File: src/dbh_pkg.sv
// Package with offsets, field positions and reset values for the host I/O decode
package dbh_pkg;
    // Register offsets from the board base (byte offsets on the host bus)
    localparam logic [7:0] OFF_BOARD_TYPE   = 8'h00;
    localparam logic [7:0] OFF_PRODUCT      = 8'h04;
    localparam logic [7:0] OFF_MAKER_HIGH   = 8'h10;
    localparam logic [7:0] OFF_MAKER_LOW    = 8'h14;
    localparam logic [7:0] OFF_CONFIG_LAST  = 8'h42;
    localparam logic [7:0] OFF_CTRL_STATUS  = 8'h40;
    localparam logic [7:0] OFF_BASE_ADDR    = 8'h48;
    localparam logic [7:0] OFF_PROC_CMD     = 8'h50;
    localparam logic [7:0] OFF_PTR_ACK      = 8'h52;
    localparam logic [7:0] OFF_SCSI_ADDR    = 8'h60;
    localparam logic [7:0] OFF_SCSI_CTRL    = 8'h62;
    localparam logic [7:0] OFF_DMA_STATE    = 8'h64;
    localparam logic [7:0] OFF_DMA_DATA     = 8'h68;
    // Control register bit positions
    localparam int BIT_INT_ENABLE   = 0;
    localparam int BIT_CTRL_SELECT  = 1;
    localparam int BIT_MASTER_RESET = 2;
    localparam int BIT_HOST_PTR     = 3;
    localparam int BIT_CTRL_PTR     = 3;
    localparam int BIT_INT_PENDING  = 4;
    localparam int BIT_INTERRUPT_FOLLOW_FLAG   = 7;
    // Low nybble expected with a process-command write
    localparam logic [3:0] PROC_CMD_TAG = 4'h1;
    // Values after reset
    localparam logic [7:0] BASE_RESET   = 8'h00;
    localparam logic [7:0] CTRL_RESET   = 8'h00;
    localparam logic [15:0] PTR_RESET   = 16'h0000;
endpackage : dbh_pkg

File: src/dbh_pulse.sv
// One-cycle strobe generator from a raw decode hit
module dbh_pulse (
    input  wire logic clk_i,     // System clock
    input  wire logic rst_i,     // Synchronous reset
    input  wire logic hit_i,     // Decode hit this cycle
    output logic      pulse_o    // Registered one-cycle strobe
);
    // Register the strobe so it comes from a flip-flop
    always_ff @(posedge clk_i) begin
        if (rst_i) begin
            pulse_o <= 1'b0;
        end else begin
            pulse_o <= hit_i;
        end
    end
endmodule : dbh_pulse

File: src/dbh_config_rom.sv
// Auto-configuration identity nybble table
module dbh_config_rom #(
    parameter logic [7:0] BOARD_TYPE  = 8'hC1,  // Arbitrary value
    parameter logic [7:0] PRODUCT     = 8'h03,  // Arbitrary value
    parameter logic [7:0] MAKER_HIGH  = 8'h12,  // Arbitrary value
    parameter logic [7:0] MAKER_LOW   = 8'h34   // Arbitrary value
) (
    input  wire logic [7:0] offset_i,   // Byte offset from base
    output logic      [3:0] nybble_o    // Nybble for this location
);
    // High nybble at the first word, low nybble at the second
    function automatic logic [3:0] pick(input logic [7:0] v, input logic lo);
        pick = lo ? v[3:0] : v[7:4];
    endfunction : pick

    // Table lookup by offset group
    always_comb begin
        nybble_o = 4'h0;
        if (offset_i[7:2] == dbh_pkg::OFF_BOARD_TYPE[7:2]) begin
            nybble_o = pick(BOARD_TYPE, offset_i[1]);
        end else if (offset_i[7:2] == dbh_pkg::OFF_PRODUCT[7:2]) begin
            nybble_o = pick(PRODUCT, offset_i[1]);
        end else if (offset_i[7:2] == dbh_pkg::OFF_MAKER_HIGH[7:2]) begin
            nybble_o = pick(MAKER_HIGH, offset_i[1]);
        end else if (offset_i[7:2] == dbh_pkg::OFF_MAKER_LOW[7:2]) begin
            nybble_o = pick(MAKER_LOW, offset_i[1]);
        end
    end
endmodule : dbh_config_rom

File: src/dbh_host_io.sv
// Host I/O decode and control for the expansion disk board
// Access timing
// An access lasts one clock with sel_i high.
// Answer, read data and strobes come one clock later.
// Unconfigured: any upper address bits hit.
// Configured: top address byte must match the base.
//
// Control register layout
// Bit 0: interrupt enable, reads back.
// Bit 1: controller select, reads zero.
// Bit 2: onboard master reset, reads zero.
// Bit 3: host flag on write, controller flag on read.
// Bit 4: pending interrupt, read only.
// Bit 7: interrupt-follow status, read only.
//
// Hazards
// Onboard pulses may land in an access cycle.
// Raise beats acknowledge: no interrupt is lost.
// Set beats clear on the controller flag too.
// Trigger with a wrong low nybble is only acked.
// Offset 52 acknowledges in both directions.
// State before data is the host's duty.
// Offset 42 reads as an empty identity slot.
//
// Reset
// Every register clears; the board is unconfigured.
//
// Chip ports
// Selects and strobes stand for one clock.
// Chip read data is taken in the access cycle.
//
// Naming
// Names ending _q are state; hit names are decodes.
//
module dbh_host_io #(
    parameter int ADDR_W = 24   // Host address width
) (
    // Clock and reset
    input  wire logic              clk_i,              // System clock
    input  wire logic              rst_i,              // Synchronous reset
    // Host bus access
    input  wire logic [ADDR_W-1:0] addr_i,             // Host byte address
    input  wire logic [15:0]       wdata_i,            // Host write data
    input  wire logic              sel_i,              // One-cycle host access
    input  wire logic              we_i,               // High for write
    // Onboard controller events
    input  wire logic              ctrl_ptr_set_i,     // Onboard sets controller flag
    input  wire logic              ctrl_ptr_clr_i,     // Onboard clears controller flag
    input  wire logic              int_raise_i,        // Onboard raises interrupt
    input  wire logic              interrupt_follow_flag_i,       // Interrupt-follow status
    input  wire logic              config_done_i,      // Board configured
    // Chip read data
    input  wire logic [7:0]        scsi_rdata_i,       // Read data from SCSI chip
    input  wire logic [7:0]        dma_rdata_i,        // Read data from DMA chip
    // Host answer and board registers
    output logic      [15:0]       rdata_o,            // Host read data
    output logic                   ack_o,              // Access answered
    output logic      [7:0]        base_o,             // Board base address
    output logic                   int_enable_o,       // Interrupt enable
    output logic                   ctrl_select_o,      // High SCSI, low disk
    output logic                   master_reset_bit_o, // Onboard reset level
    output logic                   host_pointer_flag_o,      // Host handshake
    output logic                   interrupt_pending_flag_o, // Interrupt waiting
    output logic                   host_int_o,         // Interrupt to host
    // One-cycle strobes to the onboard side
    output logic                   process_command_trigger_o, // Start command
    output logic                   pointer_write_strobe_o,    // Pointer loaded
    output logic                   interrupt_acknowledge_o,   // Host acked
    output logic      [15:0]       cmd_ptr_o,          // Command block pointer
    // SCSI chip port
    output logic                   scsi_cs_o,          // SCSI chip select
    output logic                   scsi_a0_o,          // Low: address/status, high: control
    output logic                   scsi_we_o,          // SCSI write direction
    output logic      [7:0]        scsi_wdata_o,       // Data to SCSI chip
    // DMA chip port
    output logic                   dma_state_strobe_o, // DMA state strobe
    output logic                   dma_data_strobe_o,  // DMA data strobe
    output logic                   dma_we_o,           // DMA write direction
    output logic      [7:0]        dma_wdata_o         // Data to DMA chip
);
    // Offset inside the board window
    logic [7:0]  offset;            // Low address bits
    logic        in_board;          // Address hits this board
    logic        configured_q;      // Base written or config_done_i seen
    logic        controller_pointer_flag_q; // Onboard side of handshake
    // Decode hits, one per location
    logic        hit_proc;          // Valid trigger write
    logic        hit_ptr;           // Pointer or acknowledge
    logic        hit_scsi_addr;     // SCSI address/status
    logic        hit_scsi_ctrl;     // SCSI control window
    logic        hit_scsi;          // Either SCSI location
    logic        hit_dma_state;     // DMA state port
    logic        hit_dma_data;      // DMA data port
    logic        hit_dma;           // Either DMA port
    logic [3:0]  cfg_nybble;        // Identity nybble
    logic [7:0]  status_byte;       // Control read value

    // Offset match helper
    // Full byte compare: no aliasing
    function automatic logic at(input logic [7:0] off, input logic [7:0] target);
        at = (off == target);
    endfunction : at

    // Board window: before config the base is unused, after it upper bits match
    // Unconfigured board answers anywhere,
    // so setup can reach it before a base exists
    always_comb begin
        offset   = addr_i[7:0];
        in_board = sel_i && (!configured_q ||
                   (addr_i[ADDR_W-1:ADDR_W-8] == base_o));
    end

    // Decodes of board-unique strobe locations
    // All but hit_proc decode both directions alike;
    // users qualify with we_i where needed
    always_comb begin
        hit_proc      = in_board && we_i && at(offset, dbh_pkg::OFF_PROC_CMD)
                        && (wdata_i[3:0] == dbh_pkg::PROC_CMD_TAG);
        hit_ptr       = in_board && at(offset, dbh_pkg::OFF_PTR_ACK);
        hit_scsi_addr = in_board && at(offset, dbh_pkg::OFF_SCSI_ADDR);
        hit_scsi_ctrl = in_board && at(offset, dbh_pkg::OFF_SCSI_CTRL);
        hit_dma_state = in_board && at(offset, dbh_pkg::OFF_DMA_STATE);
        hit_dma_data  = in_board && at(offset, dbh_pkg::OFF_DMA_DATA);
        // Merged hits for several processes
        hit_scsi      = hit_scsi_addr || hit_scsi_ctrl;
        hit_dma       = hit_dma_state || hit_dma_data;
    end

    // Identity nybble table
    // Values are parameters of the table
    dbh_config_rom u_rom (
        .offset_i (offset),
        .nybble_o (cfg_nybble)
    );

    // Base address register, written by configuration
    // Base comes on the high data byte;
    // a later write at 48 moves the board
    always_ff @(posedge clk_i) begin
        if (rst_i) begin
            base_o       <= dbh_pkg::BASE_RESET;
            configured_q <= 1'b0;
        end else if (in_board && we_i && at(offset, dbh_pkg::OFF_BASE_ADDR)) begin
            base_o       <= wdata_i[15:8];
            configured_q <= 1'b1;
        end else if (config_done_i) begin
            // Configured without a base write
            configured_q <= 1'b1;
        end
    end

    // Control register write fields
    // Only the four defined bits are kept
    // Master reset is a level until rewritten
    always_ff @(posedge clk_i) begin
        if (rst_i) begin
            int_enable_o        <= dbh_pkg::CTRL_RESET[dbh_pkg::BIT_INT_ENABLE];
            ctrl_select_o       <= dbh_pkg::CTRL_RESET[dbh_pkg::BIT_CTRL_SELECT];
            master_reset_bit_o  <= dbh_pkg::CTRL_RESET[dbh_pkg::BIT_MASTER_RESET];
            host_pointer_flag_o <= dbh_pkg::CTRL_RESET[dbh_pkg::BIT_HOST_PTR];
        end else if (in_board && we_i && at(offset, dbh_pkg::OFF_CTRL_STATUS)) begin
            int_enable_o        <= wdata_i[8 + dbh_pkg::BIT_INT_ENABLE];
            ctrl_select_o       <= wdata_i[8 + dbh_pkg::BIT_CTRL_SELECT];
            master_reset_bit_o  <= wdata_i[8 + dbh_pkg::BIT_MASTER_RESET];
            host_pointer_flag_o <= wdata_i[8 + dbh_pkg::BIT_HOST_PTR];
        end
    end

    // Controller pointer flag, set wins over clear
    // Owned by the onboard side; host reads it
    always_ff @(posedge clk_i) begin
        if (rst_i) begin
            controller_pointer_flag_q <= 1'b0;
        end else if (ctrl_ptr_set_i) begin
            controller_pointer_flag_q <= 1'b1;
        end else if (ctrl_ptr_clr_i) begin
            // Onboard has taken the pointer
            controller_pointer_flag_q <= 1'b0;
        end
    end

    // Pending interrupt: raise wins over acknowledge
    // A raise in the ack cycle keeps the flag
    always_ff @(posedge clk_i) begin
        if (rst_i) begin
            interrupt_pending_flag_o <= 1'b0;
        end else if (int_raise_i) begin
            interrupt_pending_flag_o <= 1'b1;
        end else if (hit_ptr) begin
            // Host acknowledge at 52
            interrupt_pending_flag_o <= 1'b0;
        end
    end

    // Gated interrupt toward the host
    // Lags enable and pending by one clock
    always_ff @(posedge clk_i) begin
        if (rst_i) begin
            host_int_o <= 1'b0;
        end else begin
            host_int_o <= int_enable_o && interrupt_pending_flag_o;
        end
    end

    // Command block pointer latch
    // Writes only; a read at 52 only acks
    always_ff @(posedge clk_i) begin
        if (rst_i) begin
            cmd_ptr_o <= dbh_pkg::PTR_RESET;
        end else if (hit_ptr && we_i) begin
            cmd_ptr_o <= wdata_i;
        end
    end

    // One-cycle strobes
    // Registered hits: each stands one clock
    // Process-command trigger
    dbh_pulse u_proc (
        .clk_i   (clk_i),
        .rst_i   (rst_i),
        .hit_i   (hit_proc),
        .pulse_o (process_command_trigger_o)
    );
    // Pointer write, writes only
    dbh_pulse u_ptr (
        .clk_i   (clk_i),
        .rst_i   (rst_i),
        .hit_i   (hit_ptr && we_i),
        .pulse_o (pointer_write_strobe_o)
    );
    // Acknowledge, either direction
    dbh_pulse u_ack (
        .clk_i   (clk_i),
        .rst_i   (rst_i),
        .hit_i   (hit_ptr),
        .pulse_o (interrupt_acknowledge_o)
    );
    // DMA state strobe
    dbh_pulse u_dss (
        .clk_i   (clk_i),
        .rst_i   (rst_i),
        .hit_i   (hit_dma_state),
        .pulse_o (dma_state_strobe_o)
    );
    // DMA data strobe
    dbh_pulse u_dds (
        .clk_i   (clk_i),
        .rst_i   (rst_i),
        .hit_i   (hit_dma_data),
        .pulse_o (dma_data_strobe_o)
    );

    // SCSI chip select, register select and write data
    // Select line: 60 low, 62 high
    // Data copied each cycle; cs qualifies it
    always_ff @(posedge clk_i) begin
        if (rst_i) begin
            scsi_cs_o    <= 1'b0;
            scsi_a0_o    <= 1'b0;
            scsi_we_o    <= 1'b0;
            scsi_wdata_o <= 8'h00;
        end else begin
            scsi_cs_o    <= hit_scsi;
            scsi_a0_o    <= hit_scsi_ctrl;
            scsi_we_o    <= hit_scsi && we_i;
            scsi_wdata_o <= wdata_i[7:0];
        end
    end

    // DMA port direction and data
    // One direction for both strobes
    always_ff @(posedge clk_i) begin
        if (rst_i) begin
            dma_we_o    <= 1'b0;
            dma_wdata_o <= 8'h00;
        end else begin
            dma_we_o    <= hit_dma && we_i;
            dma_wdata_o <= wdata_i[7:0];
        end
    end

    // Control register read image
    // Select, reset and spare bits read zero
    always_comb begin
        status_byte = 8'h00;
        status_byte[dbh_pkg::BIT_INT_ENABLE]  = int_enable_o;
        status_byte[dbh_pkg::BIT_MASTER_RESET] = 1'b0;
        status_byte[dbh_pkg::BIT_CTRL_PTR]    = controller_pointer_flag_q;
        status_byte[dbh_pkg::BIT_INT_PENDING] = interrupt_pending_flag_o;
        status_byte[dbh_pkg::BIT_INTERRUPT_FOLLOW_FLAG]  = interrupt_follow_flag_i;
    end

    // Read data and answer, one cycle after the access
    // Every window hit is acked
    // Strobe-only or unmapped reads return zero
    // Chip data is taken in the access cycle
    always_ff @(posedge clk_i) begin
        if (rst_i) begin
            rdata_o <= 16'h0000;
            ack_o   <= 1'b0;
        end else begin
            ack_o   <= in_board;
            rdata_o <= 16'h0000;
            if (in_board && !we_i) begin
                if (at(offset, dbh_pkg::OFF_CTRL_STATUS)) begin
                    // Control byte on high lanes
                    rdata_o <= {status_byte, 8'h00};
                end else if (offset <= dbh_pkg::OFF_CONFIG_LAST) begin
                    // Identity nybble on top lanes
                    rdata_o <= {cfg_nybble, 12'h000};
                end else if (hit_scsi) begin
                    // SCSI byte on low lanes
                    rdata_o <= {8'h00, scsi_rdata_i};
                end else if (hit_dma) begin
                    // DMA byte on low lanes
                    rdata_o <= {8'h00, dma_rdata_i};
                end
            end
        end
    end
endmodule : dbh_host_io

File: config.mk
export PLATFORM = sky130hd
export DESIGN_NAME = dbh_host_io
export DESIGN_NICKNAME = d
export VERILOG_FILES = /design/src/dbh_pkg.sv /design/src/dbh_pulse.sv /design/src/dbh_config_rom.sv /design/src/dbh_host_io.sv
export SDC_FILE = /design/constraint.sdc
export NUM_CORES = 1
export LEC_CHECK = 0
export BUFFER_PORTS_ARGS = -buffer_cell sky130_fd_sc_hd__buf_2
export CAP_MARGIN = 5
export CORE_UTILIZATION = 46
export DETAILED_ROUTE_END_ITERATION = 12
export GPL_TIMING_DRIVEN = 0
export PLACE_DENSITY = 0.89
export SYNTH_ARGS = -nofsm -noshare
export SYNTH_HDL_FRONTEND = slang
export SYNTH_SLANG_ARGS = --single-unit
File: constraint.sdc
create_clock -name clk_i -period 1.7 [get_ports clk_i]
set_input_delay 0.34 -clock clk_i [delete_from_list [all_inputs] [get_ports clk_i]]
set_output_delay 0.34 -clock clk_i [all_outputs]
set_load 0.005 [all_outputs]
[Word level (Yosys, flattened, before mapping)]
Cells that the tools add are included.
Storage, ports and cells
  output and inout bits: 72
  word-level logic and storage cells: 87
  register bits after elaboration: 66
Cells by class
  reductions and logical operators: 29
  muxes and demuxes: 18
  bitwise logic cells: 1
  equal/unequal tests: 13
  order comparisons: 1
Operators by type and width (count)
  8-bit by 7-bit == test with 1-bit output (second input constant): 8
  16-bit 2-to-1 mux: 2
  4-bit 2-to-1 mux: 5
  1-bit logical AND: 16
  8-bit 2-to-1 mux: 2
  6-bit by 3-bit == test with 1-bit output (second input constant): 2
  8-bit == test: 1
  8-bit by 7-bit less-or-equal comparator with 1-bit output (second input constant): 1
  6-bit by 1-bit == test with 1-bit output (second input constant): 1
  6-bit zero test: 1
  1-bit 2-to-1 mux: 6
  2-bit nonzero test: 3
  5-bit OR reduction: 1
  4-bit by 1-bit == test with 1-bit output (second input constant): 1
  2-bit 2-to-1 mux: 2
  4-bit OR reduction: 1
  1-bit logical OR: 3
  3-bit 2-to-1 mux: 1
  3-bit OR reduction: 1
  1-bit zero test: 2
  2-bit OR reduction: 1
  1-bit inverter: 1

[Longest topological paths before layout]
Gate-level depths: netlist of the first run.
  word-level depth: 9
  gate-level depth with buffers: 8
  mapped depth without buffers: 5

[Hierarchy]
Synthesis of the first run repeated with hierarchy kept, for this count alone.
Second synthesis, totals
  cell total of the unflattened synthesis: 289
  area total of the unflattened synthesis: 2670.1 µm²
By module, submodules not included
  dbh_host_io: instances 1, seq. area each 1181.1 µm², area each 2431.1 µm², cells an instance 269
  dbh_pulse: instances 5, seq. area each 20.0 µm², area each 33.8 µm², cells an instance 2
  dbh_config_rom: instances 1, seq. area each 0.0 µm², area each 70.1 µm², cells an instance 10

[Least setup slack after synthesis of the first run]
Ideal clock, no wire load.
  path kind: input port to flip-flop
  start: in addr_i[2]
  end: reg cmd_ptr_o[6]
  required time: 1.568 ns
  path slack: 0.169 ns
  arrival time: 1.399 ns
  stages on the path: 8
  cells stage by stage: buf_2 -> nor3_2 -> and4_1 -> buf_4 -> nand2_4 -> buf_6 -> o21ai_2 -> a21oi_1
Between the ends
  word-level cells in the longest chain between the ends: 3
Ends and longest elaborated chain
  start, declared: line dbh_host_io.sv:42  | input wire logic [ADDR_W-1:0] addr_i,
  8-bit by 7-bit == test with 1-bit output: line dbh_host_io.sv:101  | at = (off == target);
  1-bit logical AND: line dbh_host_io.sv:119  | hit_ptr = in_board && at(offset, dbh_pkg::OFF_PTR_ACK);
  1-bit logical AND: line dbh_host_io.sv:210  | end else if (hit_ptr && we_i) begin
  end signal, assigned: line dbh_host_io.sv:209  | cmd_ptr_o <= dbh_pkg::PTR_RESET;
  end signal, assigned: line dbh_host_io.sv:211  | cmd_ptr_o <= wdata_i;
  end, declared: line dbh_host_io.sv:69  | output logic [15:0] cmd_ptr_o,
No other way between the ends.
A chain may end at the register's enable or synchronous reset.

[Final worst setup path of the first run]
  start: reg base_o[2]
  end: reg dma_we_o
Between the ends
  word-level cells in the longest chain between the ends: 6
  elaborated cells between the ends (all ways): 7
  those cells by class: eq/ne (1); reduce/logical (6)
Ends and longest elaborated chain
  start, declared: line dbh_host_io.sv:58  | output logic [7:0] base_o,
  start signal, assigned: line dbh_host_io.sv:141  | base_o <= dbh_pkg::BASE_RESET;
  start signal, assigned: line dbh_host_io.sv:144  | base_o <= wdata_i[15:8];
  8-bit == test *: line dbh_host_io.sv:110  | (addr_i[ADDR_W-1:ADDR_W-8] == base_o));
  1-bit logical OR *: line dbh_host_io.sv:109  | in_board = sel_i && (!configured_q ||
  1-bit logical AND *: line dbh_host_io.sv:109
  1-bit logical AND (on tied branches): line dbh_host_io.sv:122, dbh_host_io.sv:123
  1-bit logical OR *: line dbh_host_io.sv:126  | hit_dma = hit_dma_state || hit_dma_data;
  1-bit logical AND *: line dbh_host_io.sv:277  | dma_we_o <= hit_dma && we_i;
  end signal, assigned: line dbh_host_io.sv:277
  end, declared: line dbh_host_io.sv:78  | output logic dma_we_o,
Every way passes the cells marked *; elsewhere a longest branch is shown, timed or not.

==> flow_summary.json, run 1 <==
{
  "core_area_um2": 5640,
  "synth_most_common_cell": "dfxtp_1",
  "top_level_ports": 137,
  "synthTopCellsByCount": "dfxtp_1 (64), nor2_1 (28), a21oi_1 (20), nand2b_1 (20), nand4_1 (20)",
  "clock_latency_ns": 0.34,
  "cts_root_buf": "clkbuf_8",
  "power.density_nw_per_um2": 865,
  "die-area_um2": 6330,
  "synth_top_area_share_pct": 46.3,
  "ys_seq_area_share_pct": 46.3,
  "dp_hpwl_um": 5350,
  "grt-ovfl-total": 0,
  "whs_ns": 0.224,
  "clk_pin_slew_ns": 0.07,
  "die_x_um": 79.5,
  "ant_nets": 0,
  "maxSlewViolCount": 0,
  "ff2ff_setup_slack_ns": 0.06,
  "syn_inst": 288,
  "dr.pass1.iters": 5,
  "synth_ff_type": "dfxtp_1",
  "grt_pass1_vias": 2478,
  "status": "completed",
  "grt.total_usage_pct": 23.9,
  "synth_cell_type_count": 47,
  "cap_violations": 0,
  "h-tree-depth": 3,
  "wire_per_inst_um": 14.3,
  "drive_above_1_share_pct": 45.4,
  "grt_max_degree": 12,
  "maxSlewHeadroom_pct": 62.0,
  "final_nets": 492,
  "initialDrtViolationCount": 95,
  "synthArstFlopShare_pct": 0,
  "grt_pass1_wl_um": 11500,
  "drcViolationCount": 0,
  "antenna_found_initial": 0,
  "critPathRequiredTime_ns": 1.97,
  "fmax_mhz": 609,
  "ys_ff_latch": 64,
  "postCtsHoldBufs": 0,
  "hold_violations": 0,
  "irDropWorstVdd_uv": 576,
  "rsz0062_at_grt": "true",
  "cts_sinks": 64,
  "synthTopCellsByArea": "dfxtp_1 (46%), nand2b_1 (4.5%), nand4_1 (4.5%)",
  "fillers": 478,
  "antenna_cells": 0,
  "hp-class": "in -> reg",
  "leakage_nw": 1.70,
  "worst_slew_pin_slew_ns": 0.566,
  "setup_violations": 0,
  "layout_worst_path_cycle_share_pct": 96.6,
  "initial_core_util_pct": 49.0,
  "ys_warn_count": 0,
  "critPathLaunchType": "register",
  "fin_crit_ns": 1.64,
  "syn_avg_cell_area_um2": 9.60,
  "numCtsBuffers": 9,
  "cp.arrival_ns": 1.91,
  "routed_wl_um": 7180,
  "fin_total_pwr_mw": 3.28,
  "yosysTopAreaCell": "dfxtp_1",
  "path_max_fanout": 5,
  "cts_tree": "done",
  "num_rows": 27,
  "fin_skew_ns": 0.00485,
  "end_kind": "register",
  "numPortBuffers": 124,
  "vias": 2597,
  "synthesis.area_um2": 2770,
  "synth_enable_flop_cells": 0,
  "die_h_um": 79.5,
  "area_growth_pct": 37.0,
  "path_class": "reg -> reg",
  "place_congestion": 0.854,
  "cts_buffer_depth": 2,
  "vias_per_cell": 5.15
}
## area by class of cell
type / count / area [um^2] / area share (%)
multi-input cells: 191 / 1330 / 35.0
flip-flops and latches: 64 / 1290 / 34.0
repair buffers: 127 / 656 / 17.3
plain buffers: 29 / 188 / 4.96
clock buffers: 11 / 141 / 3.73
well taps: 72 / 90.1 / 2.38
clock inverters: 5 / 80.1 / 2.11
inverters: 5 / 18.8 / 0.496
## registers in the layout (all words and copies together) (netlist names), 8 cells and up
name / count
cmd_ptr_o: 16
base_o: 8
rdata_o: 14
dma_wdata_o: 8
## worst paths after layout
kind | start | to | depth (start not counted)
worst min-delay path | wdata_i[7] | dma_wdata_o[7] | 2
worst min register to register | cmd_ptr_o[15] | cmd_ptr_o[15] | 2
worst max register to register | base_o[2] | dma_we_o | 6
worst max-delay path | base_o[2] | dma_we_o | 6
## per-stage QoR
stage	area [um^2]	setup TNS (ns)	setup slack (ns)	utilization (%)	std cells
finish	3790	0	0.0584	67.1	504
global route	3790	-0.0572	-0.0426	67.1	504
CTS	3730	0	0.0131	66.1	503
detailed placement	3480	-5.04	-0.213	61.7	485
global placement	3480	-3.85	-0.182	61.7	485
floorplan	2770	0	0.169	-	289
## routing by layer
layer | part of all wire (%) | track usage [%] | wire length (um)
met5 | 0 | 0 | 0
met2 | 48 | 40.5 | 3480
met4 | 1.4 | 8.73 | 102
met1 | 42 | 28.2 | 3020
met3 | 8.1 | 7.43 | 583
## cells by family (layout without fill, tap and decap cells)
| logic type | count (synthesis) | count (layout) | synth area share, % |
|---|---|---|---|
| muxes | 12 | 12 | 4.34 |
| buffers and inverters | 34 | 177 | 7.42 |
| AOI/OAI and AO/OA | 51 | 51 | 12.3 |
| DFF | 64 | 64 | 46.3 |
| xor gates and xnor gates | 11 | 11 | 3.48 |
| and+or+nand+nor | 115 | 115 | 26.0 |
| other | 1 | 2 | 0.136 |
## where the power goes
part           switching (mW)  total (mW)  internal (mW)
sequential            0.00978        1.53           1.52
combinational           0.173       0.323          0.150
clock                   0.566        1.43          0.863
## what timing repair did
item | in CTS | in global routing
pin swaps | 2 | 9
endpoints found under the setup margin | 29 | 39
resized for setup | 2 | 13
buffers inserted | 2 | 1
## critical path, cell delays in order, from the launching register on
cell and delay, ns:
dfxtp_2 0.34, xnor2_2 0.15, nand4_1 0.20, o21ai_2 0.27
buf_6 0.16, nand4b_1 0.22, nor3_2 0.23
## cell usage in the layout, fill, tap and decap left out, drive strengths merged, types with 2 or more instances in the layout
cell	n
bufinv	2
mux2i	12
inv	5
nor2	29
o21ai	18
clkbuf	19
buf	148
nand4bb	2
nand3b	3
dfxtp	64
nor3	6
nor3b	2
nand2b	20
nand4	20
nand2	9
a21oi	20
a22oi	8
clkinvlp	2
conb	2
nor4b	3
xnor2	10
nor2b	9
nand3	4
nor4	2
(Power assumes the default switching activity.)
==> run 2, diff against run 1 <==
Settings changed: CORE_UTILIZATION 46 to 28, PLACE_DENSITY 0.89 to 0.62.
==> run 2 against run 1 <==
  * Total power shrank 5.3%
  * Clock power shrank 13%
  * Maximum frequency grew 2.5%
  * First-iteration DRC count shrank 5.3%
  * Cell area grew 1.4%
  * Die area grew 62%
  * Combinational power grew 4%
  * Via count shrank 0.54%
  * Clock skew grew 0.0070 ns
  * Global-route usage shrank 8.6 points
  * Non-clock buffer count is the same
  * Critical path depth is the same
  * Critical path type unchanged
  * Largest power group unchanged
==> flow_summary.json, run 2 (synthesized netlist as in run 1, its figures left out) <==
{
  "setup_violations": 0,
  "fin_skew_ns": 0.0118,
  "dr.pass1.iters": 4,
  "ff2ff_setup_slack_ns": 0.1,
  "path_class": "reg -> reg",
  "largest_reg_flops": 16,
  "grt_max_degree": 11,
  "irDropWorstVdd_uv": 255,
  "place_area_um2": 3550,
  "num_rows": 35,
  "ant_nets": 0,
  "fin_total_pwr_mw": 3.10,
  "final_nets": 492,
  "numCtsBuffers": 9,
  "cts_buffer_depth": 2,
  "multi_input_area_um2": 1340,
  "die_h_um": 101,
  "grt_pass1_vias": 2402,
  "worst_slew_pin_slew_ns": 0.597,
  "critPathRequiredTime_ns": 1.94,
  "drive_above_1_share_pct": 44.7,
  "drcViolationCount": 0,
  "cts_root_buf": "clkbuf_8",
  "end_kind": "register",
  "routed_wl_um": 7740,
  "initialDrtViolationCount": 90,
  "vias": 2583,
  "area_growth_pct": 38.9,
  "die_x_um": 101,
  "postCtsHoldBufs": 0,
  "worst_r2r_path_depth": 6,
  "cap_violations": 0,
  "regMostFlops": "cmd_ptr_o",
  "clk_pin_slew_ns": 0.07,
  "dp_hpwl_um": 5830,
  "pre_cts_ws_ns": -0.197,
  "die-area_um2": 10300,
  "grt.total_usage_pct": 15.4,
  "fillers": 981,
  "whs_ns": 0.208,
  "clock_latency_ns": 0.34,
  "critPathLaunchType": "register",
  "core_area_um2": 9420,
  "h-tree-depth": 3,
  "leakage_nw": 1.70,
  "fin_crit_ns": 1.60,
  "numPortBuffers": 124,
  "wire_per_inst_um": 13.8,
  "top_level_ports": 137,
  "layout_worst_path_cycle_share_pct": 94.2,
  "rr_startpoint": "base_o[2]",
  "vias_per_cell": 4.60,
  "final_common_cell": "buf_2",
  "maxSlewHeadroom_pct": 60.0,
  "fmax_mhz": 624,
  "cts_sinks": 64,
  "setup_ws_ns": 0.0979,
  "grt-ovfl-total": 0,
  "path_max_fanout": 4,
  "whs_endpoint": "controller_pointer_flag_q",
  "hp-class": "in -> reg",
  "initial_core_util_pct": 29.4,
  "antenna_cells": 0,
  "cts_tree": "done",
  "regArea_um2": 1290,
  "final_util_pct": 40.8,
  "place_congestion": 0.777,
  "grt_pass1_wl_um": 11800,
  "antenna_found_initial": 0,
  "hold_violations": 0,
  "whs_path_depth": 3,
  "power.density_nw_per_um2": 808,
  "layout_common_cells": "buf_2 (125), dfxtp_1 (59), nor2_1 (28)",
  "status": "completed",
  "min_from": "ctrl_ptr_set_i",
  "reg_top3": "cmd_ptr_o (16), rdata_o (14)",
  "fin_area_um2": 3840,
  "maxSlewViolCount": 0,
  "r2r_end": "rdata_o[14]",
  "cp.arrival_ns": 1.84
}
## run 2: cell types whose count changed in the layout (fill, tap and decap cells not counted), moves of 2 or more
cell and change:
clkbuf_1 +2, clkinv_2 +2, clkinvlp_4 -2, nor3_1 +2, nor3_2 -2
## run 2: layer usage
metal | up-vias | global-route usage, % | wire length, um
met2 | 91 | 25.2 | 3630
met3 | 10 | 3.52 | 409
met5 | - | 0 | 0
met1 | 1212 | 19.3 | 3610
li1 | 1270 | - | -
met4 | 0 | 6.69 | 90
## run 2: cell type report
class                   instances  share of cell area (%)
clock buffers                  12                    3.52
flip-flops and latches         64                    33.5
multi-input cells             191                    34.8
inverters                       5                   0.489
plain buffers                  29                    4.89
repair buffers                127                    17.4
well taps                     129                    4.20
clock inverters                 4                    1.17
## run 2: metrics by stage
step,TNS (ns),std cells
floorplan,0,289
global placement,-3.73,542
detailed placement,-4.27,542
CTS,0,560
global route,-0.00590,561
finish,0,561
## run 2: repair_timing
item / in CTS / in global routing
resized for setup: 3 / 11
pin swaps: 2 / 5
buffers inserted: 2 / 1
endpoints found under the setup margin: 21 / 38
## run 2: worst max path at each step
| stage | to | start | cells past startpoint | slack [ns] |
|---|---|---|---|---|
| floorplan | cmd_ptr_o[6] | addr_i[2] | 8 | 0.17 |
| global placement | cmd_ptr_o[10] | addr_i[4] | 8 | -0.16 |
| detailed placement | cmd_ptr_o[14] | addr_i[16] | 7 | -0.20 |
| CTS | cmd_ptr_o[14] | base_o[0] | 6 | 0.007 |
| global route | rdata_o[7] | base_o[2] | 6 | -0.004 |
| finish | rdata_o[14] | base_o[2] | 6 | 0.1 |
## run 2: worst max-delay path, stage by stage, from the launching register on
cell and delay [ns]:
dfxtp_2 0.35, xnor2_2 0.15, nand4_1 0.19, o21ai_2 0.25, buf_4 0.15, nand3_2 0.13
a2111oi_4 0.29
## run 2: report_power, final
group | switching (mW) | internal [mW]
logic | 0.178 | 0.157
clock network | 0.572 | 0.672
registers | 0.00924 | 1.52
total | 0.759 | 2.34
